File: src/scm_pkg.sv
package scm_pkg;

	// ------------------------------------------------------------
	// Register map and fields
	// ------------------------------------------------------------
	localparam logic [7:0] SCM_OFS_MODE = 8'h03;
	localparam logic [7:0] SCM_OFS_FMT = 8'h04;
	localparam logic [7:0] SCM_OFS_CLKCFG = 8'h05;
	localparam logic [7:0] SCM_OFS_CLKOUT_M = 8'h06;
	localparam logic [7:0] SCM_OFS_CLKOUT_N = 8'h07;
	localparam logic [7:0] SCM_OFS_PCFG = 8'h10;
	localparam logic [7:0] SCM_OFS_PDT = 8'h11;

	localparam int SCM_MODE_WE_BIT = 4;
	localparam int SCM_OSC_SEL_BIT = 3;
	localparam int SCM_IN_DIV_BIT = 0;
	localparam int SCM_FMT_OVR_BIT = 0;
	localparam int SCM_FMT_RAW12_BIT = 1;
	localparam int SCM_TYPE_MATCH_BIT = 7;

	// ------------------------------------------------------------
	// Mode codes
	// ------------------------------------------------------------
	localparam logic [2:0] SCM_MODE_SYNC = 3'h0;
	localparam logic [2:0] SCM_MODE_EXT = 3'h2;
	localparam logic [2:0] SCM_MODE_INT = 3'h3;
	localparam logic [2:0] SCM_MODE_LEGACY = 3'h5;

	// Forward reference select codes
	localparam logic [1:0] SCM_REF_BACKCH = 2'h0;
	localparam logic [1:0] SCM_REF_EXT = 2'h1;
	localparam logic [1:0] SCM_REF_OSC = 2'h2;

	// ------------------------------------------------------------
	// Ratios
	// ------------------------------------------------------------
	localparam logic [7:0] SCM_FC_SYNC = 8'hA0;
	localparam logic [7:0] SCM_BW_SYNC = 8'h80;
	localparam logic [7:0] SCM_FC_EXT1 = 8'h50;
	localparam logic [7:0] SCM_BW_EXT1 = 8'h40;
	localparam logic [7:0] SCM_FC_EXT2 = 8'h28;
	localparam logic [7:0] SCM_BW_EXT2 = 8'h20;
	localparam logic [7:0] SCM_FC_LEGACY = 8'h1C;
	localparam logic [7:0] SCM_BW_LEGACY = 8'h14;

	// Predivider codes: 0 -> 4, 1 -> 8, 2 -> 16
	localparam logic [1:0] SCM_HSDIV_4 = 2'h0;
	localparam logic [1:0] SCM_HSDIV_8 = 2'h1;
	localparam logic [1:0] SCM_HSDIV_16 = 2'h2;

	// Raw pixel packet types
	localparam logic [5:0] SCM_DT_RAW10 = 6'h2B;
	localparam logic [5:0] SCM_DT_RAW12 = 6'h2C;

	// ------------------------------------------------------------
	// Reset values
	// ------------------------------------------------------------
	localparam logic [7:0] SCM_RST_FMT = 8'h00;
	localparam logic [7:0] SCM_RST_CLKCFG = 8'h00;
	localparam logic [7:0] SCM_RST_CLKOUT_M = 8'h01;
	localparam logic [7:0] SCM_RST_CLKOUT_N = 8'h01;
	localparam logic [7:0] SCM_RST_PCFG = 8'h00;
	localparam logic [7:0] SCM_RST_PDT = 8'h00;

	typedef struct packed {
		logic [2:0] mode;
		logic mode_we;
		logic [7:0] clkcfg;
		logic [7:0] fmt;
		logic [7:0] clkout_m;
		logic [7:0] clkout_n;
		logic [7:0] pcfg;
		logic [7:0] pdt;
		logic pwr_prev;
		logic [2:0] ref_prev;
		logic ref_tick;
		logic [1:0] ref_sel;
		logic [7:0] fc_mult;
		logic [7:0] bw_mult;
		logic clkout_en;
		logic [7:0] rdata;
		logic pkt_pass;
		logic pkt_vld;
	} scm_state_t;

	typedef struct packed {
		logic [15:0] acc;
		logic clk;
	} scm_gen_state_t;

endpackage : scm_pkg

File: src/scm_sync.sv
`timescale 1ns/1ps
module scm_sync #(
	parameter int W = 1
) (
	input wire logic clk_sys, // System clock
	input wire logic sys_rst, // Synchronous reset
	input wire logic [W-1:0] d_in, // Asynchronous inputs
	output logic [W-1:0] d_out // Synchronised inputs
);

	logic [W-1:0] meta_q;

	// First stage feeds only the second stage
	always_ff @(posedge clk_sys) begin
		if (sys_rst) begin
			meta_q <= '0;
			d_out <= '0;
		end else begin
			meta_q <= d_in;
			d_out <= meta_q;
		end
	end

endmodule : scm_sync

File: src/scm_clkout_gen.sv
`timescale 1ns/1ps
module scm_clkout_gen
	import scm_pkg::*;
(
	input wire logic clk_sys, // System clock
	input wire logic sys_rst, // Synchronous reset
	input wire logic enable, // Sensor clock allowed
	input wire logic ref_tick, // One pulse per reference period
	input wire logic [7:0] fc_mult, // Forward rate per reference period
	input wire logic [4:0] num_m, // Numerator
	input wire logic [7:0] den_n, // Denominator
	input wire logic [4:0] hs_div, // Predivider value
	output logic sensor_clk // Sensor reference clock
);

	scm_gen_state_t s_q, s_d;
	logic [15:0] inc;
	logic [15:0] thr;
	logic [15:0] sum;

	// Each toggle is a half period, so the increment is doubled
	assign inc = 16'(({8'h00, fc_mult} * {11'h000, num_m}) << 1); // [RL10]
	assign thr = 16'({11'h000, hs_div} * {8'h00, den_n}); // [RL10]
	assign sum = s_q.acc + inc;

	// Limitation: at most one toggle per reference tick, so fc_mult*M/(div*N) above 1/2 saturates
	always_comb begin
		s_d = s_q;
		if (!enable) begin
			s_d.acc = '0;
			s_d.clk = 1'b0;
		end else if (ref_tick && thr != 16'h0000) begin
			if (sum >= thr) begin
				// Clip so a ratio above one half cannot wind the accumulator up
				s_d.acc = (sum - thr >= thr) ? thr - 16'h0001 : sum - thr;
				s_d.clk = ~s_q.clk;
			end else begin
				s_d.acc = sum;
			end
		end
	end

	always_ff @(posedge clk_sys) begin
		if (sys_rst) begin
			s_q <= '0;
		end else begin
			s_q <= s_d;
		end
	end

	assign sensor_clk = s_q.clk;

endmodule : scm_clkout_gen

File: src/scm_clock_mode_ctrl.sv
// What this block does
// RL1: The clock mode is caught from the strap when the power enable pin rises and used by default.
// RL2: The mode field always shows the active mode and ignores writes while its write-enable bit 4 is 0; the code also takes a write that sets bit 4 itself.
// RL3: With write enable set the mode field takes writes, so software can force the legacy mode with 5.
// RL4: Synchronous mode uses the back-channel clock, forward rate 160x and camera bandwidth 128x.
// RL5: External mode uses the input clock, forward rate 80x with divider 1 or 40x with divider 2.
// RL6: In the non-synchronous modes the sensor keeps its data rate below the forward line rate.
// RL7: Internal mode uses the always-on oscillator as reference with forward rate 80x.
// RL8: In internal mode software sets the oscillator select bit and keeps the sensor clock off.
// RL9: The sensor clock runs only in synchronous and external modes and is off in internal mode; the code also runs it in legacy mode.
// RL10: Sensor clock equals forward rate times M divided by predivider times N; the code caps it at half the reference clock rate.
// RL11: The predivider is programmed to 16, 8 or 4 and resets to 4.
// RL12: Legacy mode runs forward rate 28x with divider 1 and limits camera bandwidth to 20x.
// RL13: In legacy mode the sensor supplies data synchronous to the external reference input.
// RL14: The legacy format override register forces legacy mode to 10-bit or 12-bit raw formatting.
// RL15: With type match enabled, packets of the programmed type pass regardless of the raw setting.
// RL16: Mode codes are 0 synchronous, 2 external, 3 internal and 5 legacy.
// RL17: A mode write switches the reference selection and ratios to those of the new mode.
`timescale 1ns/1ps
module scm_clock_mode_ctrl
	import scm_pkg::*;
(
	input wire logic clk_sys, // System clock, 100 MHz
	input wire logic sys_rst, // Synchronous reset, active high
	input wire logic chip_power_enable, // Power enable pin
	input wire logic [2:0] mode_strap, // Decoded mode strap pins
	input wire logic backch_ref_clk, // Clock recovered from back channel
	input wire logic ext_ref_input, // External reference input pin
	input wire logic always_on_oscillator, // Internal oscillator
	input wire logic [7:0] reg_addr, // Register address
	input wire logic [7:0] reg_wdata, // Register write data
	input wire logic reg_we, // Register write strobe
	input wire logic reg_re, // Register read strobe
	input wire logic pkt_valid, // Packet header valid
	input wire logic [5:0] pkt_dt, // Packet data type
	output logic [7:0] reg_rdata, // Register read data
	output logic [1:0] fwd_ref_sel, // Forward reference source
	output logic [7:0] fwd_rate_mult, // Forward rate over reference
	output logic [7:0] csi_bw_mult, // Camera bandwidth limit over reference
	output logic sensor_clk_en, // Sensor clock enabled
	output logic sensor_clk_out, // Sensor reference clock
	output logic [2:0] active_mode, // Mode in force
	output logic input_ref_divider, // 1 selects divide by two
	output logic internal_osc_rate_select, // Oscillator fast select
	output logic legacy_fmt_forced, // Legacy format forced
	output logic legacy_fmt_raw12, // Forced format is 12-bit
	output logic type_match_enable, // Type match enable
	output logic [7:0] parallel_cfg, // Legacy data config
	output logic pkt_pass, // Packet passes legacy filter
	output logic pkt_pass_vld // Filter answer valid
);

	// ------------------------------------------------------------
	// Helpers
	// ------------------------------------------------------------
	function automatic logic legal_mode(input logic [2:0] m);
		legal_mode = (m == SCM_MODE_SYNC) || (m == SCM_MODE_EXT) ||
			(m == SCM_MODE_INT) || (m == SCM_MODE_LEGACY); // [RL16]
	endfunction : legal_mode

	function automatic logic [4:0] hsdiv_value(input logic [1:0] code);
		case (code)
			SCM_HSDIV_8: hsdiv_value = 5'd8;
			SCM_HSDIV_16: hsdiv_value = 5'd16;
			default: hsdiv_value = 5'd4; // [RL11]
		endcase
	endfunction : hsdiv_value

	// Write strobe decode, one hit per register offset
	function automatic logic wr_hit(input logic we, input logic [7:0] addr, input logic [7:0] ofs);
		wr_hit = we && addr == ofs;
	endfunction : wr_hit

	// External input ratios depend on the input divider
	function automatic logic [7:0] div_pick(input logic div2, input logic [7:0] by1, input logic [7:0] by2);
		div_pick = div2 ? by2 : by1;
	endfunction : div_pick

	// ------------------------------------------------------------
	// Pin synchronisers
	// ------------------------------------------------------------
	logic [6:0] pins_s;
	logic pwr_s;
	logic [2:0] strap_s;
	logic [2:0] ref_s;

	scm_sync #(
		.W(7)
	) u_sync (
		.clk_sys(clk_sys),
		.sys_rst(sys_rst),
		.d_in({chip_power_enable, mode_strap, always_on_oscillator, ext_ref_input, backch_ref_clk}),
		.d_out(pins_s)
	);

	assign pwr_s = pins_s[6];
	assign strap_s = pins_s[5:3];
	assign ref_s = pins_s[2:0];

	// ------------------------------------------------------------
	// State
	// ------------------------------------------------------------
	scm_state_t s_q, s_d;
	logic wr_mode;
	logic wr_fmt;
	logic wr_clkcfg;
	logic wr_m;
	logic wr_n;
	logic wr_pcfg;
	logic wr_pdt;
	logic [2:0] ref_rise;
	logic [2:0] next_mode;
	logic [1:0] next_hs;
	logic [5:0] raw_dt;

	// ------------------------------------------------------------
	// Register write decode
	// ------------------------------------------------------------
	assign wr_mode = wr_hit(reg_we, reg_addr, SCM_OFS_MODE);
	assign wr_fmt = wr_hit(reg_we, reg_addr, SCM_OFS_FMT);
	assign wr_clkcfg = wr_hit(reg_we, reg_addr, SCM_OFS_CLKCFG);
	assign wr_m = wr_hit(reg_we, reg_addr, SCM_OFS_CLKOUT_M);
	assign wr_n = wr_hit(reg_we, reg_addr, SCM_OFS_CLKOUT_N);
	assign wr_pcfg = wr_hit(reg_we, reg_addr, SCM_OFS_PCFG);
	assign wr_pdt = wr_hit(reg_we, reg_addr, SCM_OFS_PDT);

	// ------------------------------------------------------------
	// Reference edges and expected raw type
	// ------------------------------------------------------------
	assign ref_rise = ref_s & ~s_q.ref_prev;
	assign next_hs = reg_wdata[6:5];
	assign raw_dt = s_q.fmt[SCM_FMT_RAW12_BIT] ? SCM_DT_RAW12 : SCM_DT_RAW10;

	always_comb begin
		s_d = s_q;
		next_mode = s_q.mode;
		s_d.pwr_prev = pwr_s;
		s_d.ref_prev = ref_s;

		// --------------------------------------------------------
		// Mode field
		// --------------------------------------------------------
		if (wr_mode) begin
			// A refused write still updates the stored write enable
			s_d.mode_we = reg_wdata[SCM_MODE_WE_BIT];
			// Write enable may be set by the same write that carries the mode
			if ((s_q.mode_we || reg_wdata[SCM_MODE_WE_BIT]) && legal_mode(reg_wdata[2:0])) begin
				next_mode = reg_wdata[2:0]; // [RL2] [RL3]
			end
		end
		// Strap capture on power-up outranks a racing register write
		// Unknown strap codes are kept so the fault shows on active_mode
		if (pwr_s && !s_q.pwr_prev) begin
			next_mode = strap_s; // [RL1]
		end
		s_d.mode = next_mode;

		// --------------------------------------------------------
		// Plain registers
		// --------------------------------------------------------
		if (wr_clkcfg) begin
			s_d.clkcfg = reg_wdata & 8'h09;
		end
		if (wr_fmt) begin
			s_d.fmt = reg_wdata & 8'h03; // [RL14]
		end
		// Predivider code 3 is not a legal divider, so such writes keep the old code
		if (wr_m) begin
			s_d.clkout_m = {1'b0, (next_hs == 2'h3) ? s_q.clkout_m[6:5] : next_hs, reg_wdata[4:0]}; // [RL11]
		end
		if (wr_n) begin
			s_d.clkout_n = reg_wdata;
		end
		if (wr_pcfg) begin
			s_d.pcfg = reg_wdata;
		end
		if (wr_pdt) begin
			s_d.pdt = reg_wdata & 8'h3F;
		end

		// --------------------------------------------------------
		// Reference and ratios follow the mode now in force
		// --------------------------------------------------------
		case (s_q.mode)
			SCM_MODE_SYNC: begin
				s_d.ref_sel = SCM_REF_BACKCH; // [RL4] [RL17]
				s_d.fc_mult = SCM_FC_SYNC;
				s_d.bw_mult = SCM_BW_SYNC;
				s_d.clkout_en = 1'b1; // [RL9]
			end
			SCM_MODE_EXT: begin
				s_d.ref_sel = SCM_REF_EXT; // [RL5] [RL17]
				s_d.fc_mult = div_pick(s_q.clkcfg[SCM_IN_DIV_BIT], SCM_FC_EXT1, SCM_FC_EXT2);
				s_d.bw_mult = div_pick(s_q.clkcfg[SCM_IN_DIV_BIT], SCM_BW_EXT1, SCM_BW_EXT2);
				s_d.clkout_en = 1'b1; // [RL9]
			end
			SCM_MODE_INT: begin
				s_d.ref_sel = SCM_REF_OSC; // [RL7] [RL17]
				s_d.fc_mult = SCM_FC_EXT1;
				s_d.bw_mult = SCM_BW_EXT1;
				s_d.clkout_en = 1'b0; // [RL9]
			end
			SCM_MODE_LEGACY: begin
				// Input divider is not offered here; the ratio assumes divide by one
				s_d.ref_sel = SCM_REF_EXT; // [RL12] [RL17]
				s_d.fc_mult = SCM_FC_LEGACY;
				s_d.bw_mult = SCM_BW_LEGACY;
				s_d.clkout_en = 1'b1;
			end
			default: begin
				// Unknown strap: hold the link off rather than guess a reference
				s_d.ref_sel = SCM_REF_BACKCH;
				s_d.fc_mult = 8'h00;
				s_d.bw_mult = 8'h00;
				s_d.clkout_en = 1'b0;
			end
		endcase
		s_d.ref_tick = ref_rise[s_q.ref_sel];

		// --------------------------------------------------------
		// Legacy packet type filter
		// --------------------------------------------------------
		// One answer per header, headers are not buffered
		s_d.pkt_vld = pkt_valid;
		s_d.pkt_pass = 1'b0;
		if (pkt_valid) begin
			s_d.pkt_pass = (s_q.pcfg[SCM_TYPE_MATCH_BIT] && pkt_dt == s_q.pdt[5:0]) || // [RL15]
				(pkt_dt == raw_dt); // [RL14]
		end

		// --------------------------------------------------------
		// Read data
		// --------------------------------------------------------
		// Read data holds between reads so a slow poll sees a stable value
		if (reg_re) begin
			case (reg_addr)
				SCM_OFS_MODE: s_d.rdata = {3'h0, s_q.mode_we, 1'b0, s_q.mode}; // [RL2]
				SCM_OFS_FMT: s_d.rdata = s_q.fmt;
				SCM_OFS_CLKCFG: s_d.rdata = s_q.clkcfg;
				SCM_OFS_CLKOUT_M: s_d.rdata = s_q.clkout_m;
				SCM_OFS_CLKOUT_N: s_d.rdata = s_q.clkout_n;
				SCM_OFS_PCFG: s_d.rdata = s_q.pcfg;
				SCM_OFS_PDT: s_d.rdata = s_q.pdt;
				default: s_d.rdata = 8'h00;
			endcase
		end
	end

	always_ff @(posedge clk_sys) begin
		if (sys_rst) begin
			// Clear everything, then load the register reset values
			s_q <= '0;
			s_q.fmt <= SCM_RST_FMT;
			s_q.clkcfg <= SCM_RST_CLKCFG;
			s_q.clkout_m <= SCM_RST_CLKOUT_M; // [RL11]
			s_q.clkout_n <= SCM_RST_CLKOUT_N;
			s_q.pcfg <= SCM_RST_PCFG;
			s_q.pdt <= SCM_RST_PDT;
			s_q.mode <= SCM_MODE_SYNC;
		end else begin
			s_q <= s_d;
		end
	end

	// ------------------------------------------------------------
	// Sensor clock generator
	// ------------------------------------------------------------
	// Reference inputs are sampled, so they must stay below half of clk_sys
	scm_clkout_gen u_clkout (
		.clk_sys(clk_sys),
		.sys_rst(sys_rst),
		.enable(s_q.clkout_en),
		.ref_tick(s_q.ref_tick),
		.fc_mult(s_q.fc_mult),
		.num_m(s_q.clkout_m[4:0]),
		.den_n(s_q.clkout_n),
		.hs_div(hsdiv_value(s_q.clkout_m[6:5])),
		.sensor_clk(sensor_clk_out)
	);

	// ------------------------------------------------------------
	// Outputs
	// ------------------------------------------------------------
	assign reg_rdata = s_q.rdata;
	assign fwd_ref_sel = s_q.ref_sel;
	assign fwd_rate_mult = s_q.fc_mult;
	assign csi_bw_mult = s_q.bw_mult;
	assign sensor_clk_en = s_q.clkout_en;
	assign active_mode = s_q.mode;

	// ------------------------------------------------------------
	// Register fields seen as pins
	// ------------------------------------------------------------
	assign input_ref_divider = s_q.clkcfg[SCM_IN_DIV_BIT];
	assign internal_osc_rate_select = s_q.clkcfg[SCM_OSC_SEL_BIT];
	assign legacy_fmt_forced = s_q.fmt[SCM_FMT_OVR_BIT];
	assign legacy_fmt_raw12 = s_q.fmt[SCM_FMT_RAW12_BIT];
	assign type_match_enable = s_q.pcfg[SCM_TYPE_MATCH_BIT];
	assign parallel_cfg = s_q.pcfg;
	assign pkt_pass = s_q.pkt_pass;
	assign pkt_pass_vld = s_q.pkt_vld;

endmodule : scm_clock_mode_ctrl

File: config.mk
export PLATFORM = sky130hd
export DESIGN_NAME = scm_clock_mode_ctrl
export DESIGN_NICKNAME = d
export VERILOG_FILES = /design/src/scm_pkg.sv /design/src/scm_sync.sv /design/src/scm_clkout_gen.sv /design/src/scm_clock_mode_ctrl.sv
export SDC_FILE = /design/constraint.sdc
export NUM_CORES = 1
export LEC_CHECK = 0
export ABC_AREA = 1
export BUFFER_PORTS_ARGS = -buffer_cell sky130_fd_sc_hd__buf_2
export CAP_MARGIN = 20
export CORE_MARGIN = 1.5
export CORE_UTILIZATION = 55
export CTS_CLUSTER_SIZE = 12
export DETAILED_ROUTE_END_ITERATION = 8
export PLACE_DENSITY = 0.75
export SYNTH_ARGS = -nofsm -noshare
export SYNTH_HDL_FRONTEND = slang
export SYNTH_SLANG_ARGS = --single-unit
File: constraint.sdc
create_clock -name clk_sys -period 9.6 [get_ports clk_sys]
set_clock_uncertainty 0.05 [all_clocks]
set_input_delay 1.44 -clock clk_sys [delete_from_list [all_inputs] [get_ports clk_sys]]
set_output_delay 1.44 -clock clk_sys [all_outputs]
set_load 0.02 [all_outputs]
## After elaboration in Yosys (flattened, before gate mapping)

Index checks and enable logic that the tools add are counted.
Widths: inputs -> output; s select.

| storage, ports and cells | value |
|---|---|
| output and inout bits | 46 |
| register bits after elaboration | 102 |

| cells by class | value |
|---|---|
| bitwise gates (word level) | 6 |
| muxes and demuxes | 13 |
| $lt $le $gt $ge | 3 |
| eq/ne operators | 18 |
| add/sub/neg operators | 3 |
| $mul | 2 |
| reductions and logical operators | 27 |

Operators by type and width:

| operator | count |
|---|---|
| $pmux 19 s4 | 1 |
| $pmux 8 s7 | 1 |
| $eq 8x3->1 const B | 4 |
| $ge 16x13->1 | 2 |
| $mux 16 | 2 |
| $add 16x14->16 | 1 |
| $eq 8x5->1 const B | 2 |
| $reduce_bool 16->1 | 1 |
| $sub 16x13->16 | 1 |
| $mux 7 | 2 |
| $sub 13x1->14 const B | 1 |
| $mul 5x8->13 | 1 |
| $mul 8x5->13 | 1 |
| $eq 3x2->1 const B | 4 |
| $eq 6x6->1 | 2 |
| $mux 3 | 4 |
| $logic_and 1x1->1 | 11 |
| $pmux 5 s2 | 1 |
| $eq 8x2->1 const B | 1 |
| $eq 3x3->1 const B | 2 |
| $logic_not 3->1 | 2 |
| $reduce_and 2->1 | 3 |
| $logic_or 1x1->1 | 5 |
| $eq 2x2->1 const B | 2 |
| other kinds (10) | 15 |

## Logic depth before layout (Yosys ltp)

Gate-level depths: netlist of the first run.

| depth | value |
|---|---|
| depth in word-level cells | 8 |
| depth in mapped cells | 40 |
| depth with buffers taken out | 39 |

## Cells and area by module

From an unflattened synthesis of the first run, not the netlist that was laid out.

| second synthesis, totals | value |
|---|---|
| cell total of the unflattened synthesis | 1252 |
| area, all modules | 9090.0 µm² |

Modules (own cells, without submodules):

| module | instances | cells each | seq. area each (µm²) | area each (µm²) |
|---|---|---|---|---|
| scm_clkout_gen | 1 | 800 | 340.3 | 5446.5 |
| scm_clock_mode_ctrl | 1 | 409 | 1241.2 | 3246.9 |
| scm_sync | 1 | 43 | 280.3 | 396.6 |

## Least setup slack after synthesis of the first run

No wires, ideal clock.

| timing | value |
|---|---|
| path kind | register to register |
| from | register s_q[60] in the netlist's numbering |
| to | register u_clkout.s_q[11] in the netlist's numbering |
| period minus slack after synthesis | 5906 ps |
| setup time | 70 ps |
| cell stages (with the launch flop) | 36 |
| slack | 3694 ps |
| buffers on the path | 2 |
| data required time | 9480 ps |
| data arrival time | 5786 ps |
| path through | dfxtp_1 clkbuf_1 nand2_1 fa_1 fa_1 fa_1 inv_1 ha_1 nand3_1 nand2_1 a21oi_1 o21bai_1 xor2_1 inv_1 ha_1 nand2_1 inv_1 a21oi_1 xnor2_1 ha_1 nand2_1 inv_1 a21oi_1 nand3_1 nand2_1 inv_1 nor2_1 ha_1 a21oi_1 nand2_1 nor2_4 nand2_2 buf_6 nand2_1 nand3_1 a21oi_1 |

| between the ends | value |
|---|---|
| word-level cells in the longest chain between the ends | 6 |
| elaborated cells on any way between the ends | 7 |
| those cells by class | 2 x add/sub; 1 x mul; 2 x order compare; 2 x mux |

RTL lines:

| what | line | RTL |
|---|---|---|
| start, declared | scm_clock_mode_ctrl.sv:103 | `scm_state_t s_q, s_d;` |
| $mul 8x5->13 (*) | scm_clkout_gen.sv:22 | `assign inc = 16'(({8'h00, fc_mult} * {11'h000, num_m}) << 1);` |
| $add 16x14->16 (*) | scm_clkout_gen.sv:24 | `assign sum = s_q.acc + inc;` |
| $sub 16x13->16 | scm_clkout_gen.sv:35 | `s_d.acc = (sum - thr >= thr) ? thr - 16'h0001 : sum - thr;` |
| $ge 16x13->1 | scm_clkout_gen.sv:35 |  |
| $mux 16 | scm_clkout_gen.sv:35 |  |
| $mux 16 (*) | scm_clkout_gen.sv:33 | `if (sum >= thr) begin` |
| end signal, assigned | scm_clkout_gen.sv:45 | `s_q <= '0;` |
| end signal, assigned | scm_clkout_gen.sv:47 | `s_q <= s_d;` |
| end, declared | scm_clkout_gen.sv:16 | `scm_gen_state_t s_q, s_d;` |

Mark *: on every way between the ends. The rest lies on a longest branch, timed or not.
A chain may end at the register's enable or synchronous reset.

## Worst setup path in the final report of the first run

| timing | value |
|---|---|
| from | register s_q (netlist bit fwd_rate_mult[2]) |
| to | register u_clkout.s_q[10] in the netlist's numbering |

Same word-level chain as after synthesis.

==> results of run 1 <==
==> final cells by class <==
type / instances / area [µm²]
Sequential cell: 91 / 1820
Tap cell: 180 / 225
Timing Repair Buffer: 74 / 370
Clock buffer: 9 / 225
Multi-Input combinational cell: 750 / 4620
Fill cell: 1320 / 5540
Clock inverter: 7 / 81.3
Inverter: 239 / 897
==> per-layer routing <==
metal | vias to the layer above | wire length [µm]
met5 | - | 0
met2 | 183 | 7980
li1 | 3589 | -
met1 | 3061 | 7790
met3 | 32 | 840
met4 | 0 | 529
==> worst max-delay path, delay by kind of cell (launching register included) <==
| kind | cells | cell delay (ns) |
|---|---|---|
| DFF | 1 | 0.47 |
| buffers and inverters | 5 | 0.35 |
| adders and majority gates | 7 | 2.81 |
| AOI/OAI and AO/OA | 7 | 0.92 |
| and+or+nand+nor | 12 | 1.63 |
| xor gates and xnor gates | 2 | 0.40 |
==> kinds of logic (layout without fill, tap and decap cells) <==
family                   Yosys count  in the layout
adder cells (fa/ha/maj)          101            101
buffers and inverters            297            329
XOR/XNOR                          35             35
AO/OA/AOI/OAI                    171            171
flip-flops                        91             91
other                              1              5
AND/OR/NAND/NOR                  438            438
==> synth_stat cells (all sizes together), types with 17 or more instances <==
library cell / number
a21oi: 83
buf: 45
dfxtp: 91
fa: 21
ha: 80
inv: 239
nand2: 259
nand3: 58
nor2: 81
nor3: 17
o21ai: 50
xor2: 21
==> worst paths after layout <==
path	start	to	slack [ns]
worst min register to register	u_sync.meta_q[6]$_SDFF_PP0_	u_sync.d_out[6]$_SDFF_PP0_	0.35
worst max register to register	fwd_rate_mult[2]$_SDFF_PP0_	u_clkout.s_q[10]$_SDFFE_PP0P_	2.90
worst max-delay path	fwd_rate_mult[2]$_SDFF_PP0_	u_clkout.s_q[10]$_SDFFE_PP0P_	2.90
worst min-delay path	u_sync.meta_q[6]$_SDFF_PP0_	u_sync.d_out[6]$_SDFF_PP0_	0.35
==> power breakdown <==
part	leakage [µW]	switching, µW	internal, µW	total, µW
logic	0.00371	96.8	47.5	144
clock network	0.000149	170	185	355
registers	0.000738	4.83	384	389
==> sequential cells by signal, indices dropped and copies added, names as in the netlist <==
register and flops:
s_q 27, fwd_rate_mult 5, pkt_pass_vld 1, legacy_fmt_raw12 1
u_sync.d_out 7, pkt_pass 1, active_mode 3, sensor_clk_en 1
u_clkout.sensor_clk 1, input_ref_divider 1, internal_osc_rate_select 1, fwd_ref_sel 2
u_clkout.s_q 14, csi_bw_mult 2, legacy_fmt_forced 1, parallel_cfg 8
reg_rdata 8, u_sync.meta_q 7
==> placed cells by master (no fill, tap or decap), drive strengths merged <==
| cell type | Yosys | layout |
|---|---|---|
| nand2 | 259 | 259 |
| inv | 239 | 241 |
| dfxtp | 91 | 91 |
| a21oi | 83 | 83 |
| nor2 | 81 | 81 |
| ha | 80 | 80 |
| buf | 45 | 74 |
| nand3 | 58 | 58 |
| o21ai | 50 | 50 |
| fa | 21 | 21 |
| xor2 | 21 | 21 |
| nor3 | 17 | 17 |
| xnor2 | 14 | 14 |
| nand4 | 14 | 14 |
| clkbuf | 13 | 9 |
| o22ai | 8 | 8 |
| a211oi | 5 | 5 |
| conb | 1 | 5 |
| o21bai | 5 | 5 |
| clkinv | 0 | 5 |
| o2111ai | 3 | 3 |
| or2 | 3 | 3 |
| nand3b | 2 | 2 |
| a21o | 2 | 2 |
| o31ai | 2 | 2 |
| a221oi | 2 | 2 |
| o211ai | 2 | 2 |
| a31oi | 2 | 2 |
| nor4 | 2 | 2 |
| a31o | 1 | 1 |
| or3 | 1 | 1 |
| a211o | 1 | 1 |
| o21a | 1 | 1 |
| a22oi | 1 | 1 |
| nor3b | 1 | 1 |
| o32ai | 1 | 1 |
| a2111oi | 1 | 1 |
| o221ai | 1 | 1 |
==> per-stage QoR <==
stage               total power (µW)  std cells  worst slack [ns]  utilization  hold WS (ns)
floorplan                        512       1138              3.69            -         0.338
global placement                 537       1334              3.06        0.576         0.339
CTS                              889       1350              2.90        0.598         0.353
detailed placement               540       1334              2.93        0.576         0.343
global route                     927       1350              2.32        0.598         0.360
finish                           888       1350              2.90        0.598         0.352
==> results.yml, run 1 <==
run_status:
  outcome: "finished, final reports clean"
flow_run:
  drv_cap: 0
global_routing:
  antenna_found_initial: 0
  grt_overflow: 0
  grt_pass1_wl_um: 29100
  grt_pass1_vias: 6403
  groute.usage.overall: 0.241
  met2_usage: 0.412
  met3_usage: 0.0282
  top_usage_layer: "met2"
  grt_max_degree: 48
  use_met1: 0.313
place:
  port_buffers: 74
  dp_hpwl_um: 13900
  dpl_cell_area_mm2: 0.00793
  place.gp.congestion: 0.890
detailed_routing:
  vias: 6865
  routed_via_density: 5.09
  drt_iter0_drc: 386
  final_antenna_net_count: 0
  route.detailed.drc: 0
  wl_um: 17100
  avgRoutedWirePerCell_um: 12.7
  firstDrtPassIters: 5
sta:
  rsz0062_at_grt: "false"
  setup_viol: 0
  drv_slew: 0
  relSlewSlack: 0.386
  worst_slew_pin_slew_ns: 0.913
  finalSetupTns_ns: 0
  max_freq_mhz: 149
  fin_crit_sh: 0.698
  fin_crit_ns: 6.70
  finalHoldViolCount: 0
floorplanning:
  initial_core_util: 0.559
  die-area_mm2: 0.0147
  pin_count: 80
  fp-row-count: 43
  coreArea_mm2: 0.0138
  die_x_um: 121
  die_h_um: 121
synthesis:
  ys_ff_latch: 91
  synth_edf_count: 0
  yosys.cell_types.count: 53
  yosysTopAreaCell: "dfxtp_1"
  synth_compound_area_frac: 0.126
  synth_cells: 1134
  syn_area_per_cell_um2: 6.79
  yosys.area_share.simple: 0.246
  synth_top_flop_cell: "dfxtp_1"
  synth_area_mm2: 0.00770
  synth_top_family_by_area: "simple AND/OR/NAND/NOR gates"
  synth_xor_area_frac: 0.0408
  ys_warn_count: 0
  yosys-top-cells-area: "dfxtp_1 (24%), ha_1 (13%), nand2_1 (12%)"
  ys_seq_area_frac: 0.237
  synthArstFlopShare: 0
  synthMuxAreaShare: 0
  yosysTopAreaCellShare: 0.237
  synth_fa_ha_area_frac: 0.185
worst_hold_path:
  holdPathStages: 2
  hold_class: "reg2reg"
critical_path:
  critPathLaunchType: "flip-flop"
  arrival_ns: 6.93
  crit_type: "reg2reg"
  r2r_cells: 33
  end_kind: "flip-flop"
  cp_slowest_cell: "fa_1"
  required_ns: 9.83
  cp_common_cell: "nand2_1"
  crit_fanout: 12
  critical-path-max-stage-delay_ns: 0.54
pwr:
  p_leak_uw: 0.00460
  powerDensity_mw_per_mm2: 108
  ir_drop_mv: 0.114
cts:
  ctsHoldBuffers: 0
  cts_root_buf: "clkbuf_16"
  clk_pin_slew_worst_paths_ns: 0.08
  tritoncts.num_buffers: 9
  cts-resized-gates: 0
  cts_tree: "done"
  cts_sinks: 91
  clock_path_buffers: 2
  htreeDepth: 3
  cts_setup_buffers: 0
  clock_latency_ns: 0.34
final_layout:
  final_layout_size_suffix_gt1_frac: 0.107
  synthToLayoutAreaGrowth_pct: 6.95
  diodes: 0
  design_area_mm2: 0.00824
  final_nets: 1300
No activity file was read; power rests on OpenSTA's default activity.
==> run 2, diff against run 1 <==
--- a/config.mk
+++ b/config.mk
@@ -12,7 +12,7 @@
 export CORE_UTILIZATION = 55
 export CTS_CLUSTER_SIZE = 12
 export DETAILED_ROUTE_END_ITERATION = 8
-export PLACE_DENSITY = 0.75
+export PLACE_DENSITY = 0.78
 export SYNTH_ARGS = -nofsm -noshare
 export SYNTH_HDL_FRONTEND = slang
 export SYNTH_SLANG_ARGS = --single-unit
==> constraint.sdc (replaced) <==
create_clock -name clk_sys -period 5.8 [get_ports clk_sys]
set_clock_uncertainty 0.05 [all_clocks]
set_input_delay 0.87 -clock clk_sys [delete_from_list [all_inputs] [get_ports clk_sys]]
set_output_delay 0.87 -clock clk_sys [all_outputs]
set_load 0.02 [all_outputs]
==> run 2 against run 1 <==
The flow now finishes with violations (setup timing). Power rose by 85%. Non-clock buffer count rose by 88. Die area did not move. Via count rose by 11%. Routed wire length rose by 23%.
==> results.yml, run 2 (synthesis results as in run 1) <==
critical_path:
  end_kind: "flip-flop"
  crit_fanout: 5
  crit_type: "reg2reg"
  cp_common_cell: "nand2_2"
  critPathLaunchType: "flip-flop"
  cp_slowest_cell: "fa_1"
  r2r_cells: 33
  r2r-end: "u_clkout.s_q[10]$_SDFFE_PP0P_"
  startpoint: "s_q[62]$_SDFFE_PP0P_"
  crit_end: "u_clkout.s_q[10]$_SDFFE_PP0P_"
  r2r-start: "s_q[62]$_SDFFE_PP0P_"
  required_ns: 6.00
  reg2reg_slack_ns: -0.40
  arrival_ns: 6.40
  critical-path-max-stage-delay_ns: 0.56
final_layout:
  largest_reg_flops: 27
  fillerInstances: 1116
  design_area_mm2: 0.00957
  diodes: 0
  instances_no_fill: 1439
  synthToLayoutAreaGrowth_pct: 24.2
  top_regs: "s_q (27), u_clkout.s_q (14)"
  layout_commonest_cell: "inv_1"
  final_layout_size_suffix_gt1_frac: 0.263
  largest_register: "s_q"
  final_cell_mix: "inv_1 (221), nand2_1 (217), dfxtp_1 (85)"
  final_nets: 1389
run_status:
  outcome: "complete, but fails checks"
  violations: "setup timing"
cts:
  htreeDepth: 3
  clock_latency_ns: 0.35
  clock_path_buffers: 2
  cts_tree: "done"
  clk_pin_slew_worst_paths_ns: 0.08
  tritoncts.num_buffers: 9
  cts_sinks: 91
  cts_root_buf: "clkbuf_16"
  ctsHoldBuffers: 0
pwr:
  clkPwrFrac: 0.362
  p_int_uw: 1110
  seqPwrFrac: 0.391
  switching_share: 0.324
  ir_drop_mv: 0.191
  power.switching_uw: 532
  powerDensity_mw_per_mm2: 172
  p_leak_uw: 0.00513
  comb_power_share: 0.247
global_routing:
  grt_pass1_wl_um: 32800
  groute.usage.overall: 0.277
  grt_overflow: 0
  grt_max_degree: 48
  antenna_found_initial: 0
  grt_pass1_vias: 7296
sta:
  drv_slew: 0
  setup_viol: 14
  rsz0062_at_grt: "true"
  postLayoutSetupSlackWorst_ns: -0.400
  worst_slew_pin_slew_ns: 0.872
  fin_crit_ns: 6.20
  fin_crit_sh: 1.07
  relSlewSlack: 0.414
  finalHoldViolCount: 0
  hold_slack_ns: 0.356
  max_freq_mhz: 161
worst_hold_path:
  hold_class: "reg2reg"
detailed_routing:
  avgRoutedWirePerCell_um: 14.6
  routed_via_density: 5.31
  final_antenna_net_count: 0
  wl_met1_um: 8400
  wl_um: 21100
  firstDrtPassIters: 5
  vias: 7643
  route.met2.wl_um: 10500
  drt_iter0_drc: 584
  maxUsedRoutingLayer: "met4"
  wl_met3_um: 1240
  route.detailed.drc: 0
place:
  dpl_cell_area_mm2: 0.00842
  place.gp.congestion: 0.930
  place_inst: 1398
  dp_hpwl_um: 14500
  port_buffers: 74
flow_run:
  drv_cap: 0
floorplanning:
  initial_core_util: 0.559
  fp-row-count: 43
  die_h_um: 121
  pin_count: 80
  die-area_mm2: 0.0147
  coreArea_mm2: 0.0138
  die_x_um: 121
run 2: cell count changes in the layout (fill, tap and decap cells not counted), sizes merged:
cell	delta
buf	+88
clkinv	-2
inv	+2
nand2	+1
run 2: how the worst min path moves through the flow:
stage                                       to                         from  slack (ns)  depth (start not counted)
CTS                 u_sync.d_out[2]$_SDFF_PP0_  u_sync.meta_q[2]$_SDFF_PP0_        0.36                          2
global placement    u_sync.d_out[4]$_SDFF_PP0_  u_sync.meta_q[4]$_SDFF_PP0_        0.34                          2
global route        u_sync.d_out[4]$_SDFF_PP0_  u_sync.meta_q[4]$_SDFF_PP0_        0.37                          2
detailed placement  u_sync.d_out[2]$_SDFF_PP0_  u_sync.meta_q[2]$_SDFF_PP0_        0.35                          2
floorplan           u_sync.d_out[0]$_SDFF_PP0_  u_sync.meta_q[0]$_SDFF_PP0_        0.34                          2
finish              u_sync.d_out[2]$_SDFF_PP0_  u_sync.meta_q[2]$_SDFF_PP0_        0.36                          2
run 2: critical path, delay by kind of cell, from the launching register on:
family | cells | cell delay [ns]
buffers and inverters | 5 | 0.44
and+or+nand+nor | 12 | 1.32
xor gates and xnor gates | 2 | 0.32
adders and majority gates | 7 | 2.66
DFF | 1 | 0.37
AOI/OAI and AO/OA | 7 | 0.93
run 2: metrics by stage:
stage           util  total power [µW]  setup slack (ns)  setup TNS [ns]
3_5_place_dp   0.611               939            -0.465           -5.93
5_1_grt        0.694              1700            -0.685           -8.97
2_1_floorplan      -               847            0.0382               0
4_1_cts        0.673              1570           -0.0150         -0.0353
3_3_place_gp   0.611               932            -0.328           -4.21
6_report       0.694              1640            -0.400           -4.92
run 2: power groups by stage:
stage / Sequential [µW] / Clock, µW / Combinational (µW)
after detailed placement: 656 / 0 / 282
after global placement: 656 / 0 / 276
after CTS: 642 / 595 / 334
after floorplan: 657 / 0 / 191
final: 641 / 594 / 406
after global routing: 642 / 619 / 436
run 2: layout make-up:
type / count / area [µm²] / share of cell area
inverters: 239 / 897 / 0.0938
clock inverters: 7 / 76.3 / 0.00798
flip-flops and latches: 91 / 1830 / 0.192
multi-input cells: 751 / 5260 / 0.550
clock buffers: 9 / 225 / 0.0235
well taps: 180 / 225 / 0.0235
repair buffers: 162 / 1050 / 0.110
run 2: per-layer routing:
metal / track usage / vias to the layer above
met5: 0 / -
met4: 0.119 / 0
met3: 0.0479 / 81
met2: 0.499 / 297
met1: 0.322 / 3493
li1: - / 3772
run 2: what timing repair did:
item                                    in CTS  in global routing
pin swaps                                   49                 39
endpoints found under the setup margin      14                 15
setup buffers                               18                  6
cloned                                       2                  0
endpoints found under the hold margin        0                  0
resized for setup                           84                 62
==> run 3, diff against run 2 <==
--- a/config.mk
+++ b/config.mk
@@ -9,10 +9,10 @@
 export BUFFER_PORTS_ARGS = -buffer_cell sky130_fd_sc_hd__buf_2
 export CAP_MARGIN = 20
 export CORE_MARGIN = 1.5
-export CORE_UTILIZATION = 55
+export CORE_UTILIZATION = 40
 export CTS_CLUSTER_SIZE = 12
 export DETAILED_ROUTE_END_ITERATION = 8
-export PLACE_DENSITY = 0.78
+export HOLD_SLACK_MARGIN = 0.1
 export SYNTH_ARGS = -nofsm -noshare
 export SYNTH_HDL_FRONTEND = slang
 export SYNTH_SLANG_ARGS = --single-unit
==> run 3 against run 2 <==
The run still ends with setup timing left. Non-clock buffer count rose by 34. Power rose by 0.79%. Register-to-register slack improved by 0.26 ns. Sequential share of layout area fell by 0.67 points. Worst hold slack got worse by 0.0023 ns. Via count fell by 3.3%. Utilization fell by 17 points. First-iteration DRC count fell by 26%. Setup slack improved by 0.26 ns. Maximum frequency rose by 4.4%. Final cell count rose by 6.1%. Clock power barely moved. Critical path type unchanged.
==> results.yml, run 3 (synthesis results as in run 1) <==
final_layout:
  design_area_mm2: 0.00990
  ff_latch_area_mm2: 0.00183
  multiInputGateArea_mm2: 0.00528
  final_nets: 1423
  final_cell_mix: "inv_1 (219), nand2_1 (214), buf_4 (116)"
  fillerInstances: 1832
  instances_no_fill: 1527
  largest_reg_flops: 27
  utilization: 0.528
  top_regs: "s_q (27), u_clkout.s_q (14)"
  diodes: 0
  synthToLayoutAreaGrowth_pct: 28.6
  largest_register: "s_q"
  layout_commonest_cell: "inv_1"
  final_layout_size_suffix_gt1_frac: 0.288
detailed_routing:
  vias: 7393
  final_antenna_net_count: 0
  drt_iter0_drc: 431
  wl_um: 20500
  avgRoutedWirePerCell_um: 13.4
  firstDrtPassIters: 5
  route.detailed.drc: 0
  routed_via_density: 4.84
pwr:
  comb_power_share: 0.254
  total_power_uw: 1650
  seqPwrFrac: 0.388
  p_leak_uw: 0.00527
  p_int_uw: 1130
  power.switching_uw: 523
  clkPwrFrac: 0.358
  powerDensity_mw_per_mm2: 167
  switching_share: 0.316
  ir_drop_mv: 0.200
sta:
  hold_slack_ns: 0.354
  relSlewSlack: 0.392
  fin_crit_sh: 1.02
  drv_slew: 0
  worst_slew_pin_slew_ns: 0.905
  fin_crit_ns: 5.94
  max_freq_mhz: 168
  rsz0062_at_grt: "true"
  setup_viol: 14
  finalHoldViolCount: 0
  postLayoutSetupSlackWorst_ns: -0.138
cts:
  cts_tree: "done"
  tritoncts.num_buffers: 9
  cts_sinks: 91
  htreeDepth: 3
  clock_path_buffers: 2
  clk_pin_slew_worst_paths_ns: 0.08
  clock_latency_ns: 0.35
  cts_root_buf: "clkbuf_16"
global_routing:
  met3_usage: 0.0314
  groute.usage.overall: 0.203
  antenna_found_initial: 0
  top_usage_layer: "met2"
  grt_overflow: 0
  grt_pass1_vias: 7006
  met2_usage: 0.357
  use_met1: 0.256
  grt_max_degree: 48
  grt_pass1_wl_um: 33100
critical_path:
  required_ns: 6.04
  path_buf_inv: 6
  critPathTopFamily: "adder cells"
  r2r-end: "u_clkout.s_q[11]$_SDFFE_PP0P_"
  end_kind: "flip-flop"
  cp_slowest_cell: "fa_1"
  critical-path-max-stage-delay_ns: 0.51
  r2r-start: "s_q[60]$_SDFFE_PP0P_"
  critPathLaunchType: "flip-flop"
  crit_fanout: 6
  crit_type: "reg2reg"
  startpoint: "s_q[60]$_SDFFE_PP0P_"
  reg2reg_slack_ns: -0.14
  arrival_ns: 6.18
  r2r_cells: 34
  cp_common_cell: "nand2_2"
worst_hold_path:
  whs_endpoint: "u_sync.d_out[5]$_SDFF_PP0_"
  hold_path_startpoint: "u_sync.meta_q[5]$_SDFF_PP0_"
  holdPathStages: 2
  hold_class: "reg2reg"
floorplanning:
  die-area_mm2: 0.0201
  pin_count: 80
  die_h_um: 142
  die_x_um: 142
  fp-row-count: 50
  coreArea_mm2: 0.0188
  initial_core_util: 0.410
run_status:
  outcome: "complete, but fails checks"
  violations: "setup timing"
place:
  port_buffers: 74
  dpl_cell_area_mm2: 0.00863
  place.gp.congestion: 0.879
  place_inst: 1472
  dp_hpwl_um: 15400
flow_run:
  drv_cap: 0
-- run 3: power by group through the flow --
| stage | Clock (µW) | Combinational [µW] | Sequential (µW) |
|---|---|---|---|
| floorplan | 0 | 191 | 657 |
| global placement | 0 | 300 | 656 |
| detailed placement | 0 | 301 | 657 |
| CTS | 606 | 386 | 642 |
| global route | 631 | 456 | 643 |
| finish | 592 | 420 | 642 |
-- run 3: how the worst max path moves through the flow --
stage / end / slack (ns) / cells past startpoint
3_3_place_gp: u_clkout.s_q[3]$_SDFFE_PP0P_ / -0.45 / 36
4_1_cts: u_clkout.s_q[3]$_SDFFE_PP0P_ / -0.02 / 34
5_1_grt: u_clkout.s_q[4]$_SDFFE_PP0P_ / -0.43 / 35
3_5_place_dp: u_clkout.s_q[4]$_SDFFE_PP0P_ / -0.47 / 34
6_report: u_clkout.s_q[11]$_SDFFE_PP0P_ / -0.14 / 34
2_1_floorplan: u_clkout.s_q[11]$_SDFFE_PP0P_ / 0.04 / 38
-- run 3: per-layer routing --
metal	routed length [µm]	vias up
li1	-	3831
met1	9190	3390
met2	10100	148
met3	822	24
met4	386	0
met5	0	-
-- run 3: layout make-up --
cell class / count / area share
Inverter: 239 / 0.0906
Tap cell: 234 / 0.0296
Multi-Input combinational cell: 751 / 0.533
Clock inverter: 7 / 0.00783
Sequential cell: 91 / 0.185
Clock buffer: 9 / 0.0227
Timing Repair Buffer: 196 / 0.132
-- run 3: metrics by stage --
stage	setup TNS [ns]	setup WS [ns]
6_report	-1.41	-0.138
5_1_grt	-5.52	-0.435
4_1_cts	-0.0347	-0.0190
3_5_place_dp	-6.12	-0.469
3_3_place_gp	-5.64	-0.452
2_1_floorplan	0	0.0382
-- run 3: timing repair --
action / CTS / global route
pin swaps: 51 / 49
hold endpoints to repair: 0 / 0
setup buffers: 30 / 8
cloned: 2 / 1
hold buffers: 0 / 0
setup endpoints to repair: 15 / 15
resized for setup: 99 / 46
-- run 3: worst min-delay path, stage by stage, from the launching register on --
cell and delay, ns:
dfxtp_1 0.30, inv_1 0.04, nor2_1 0.03
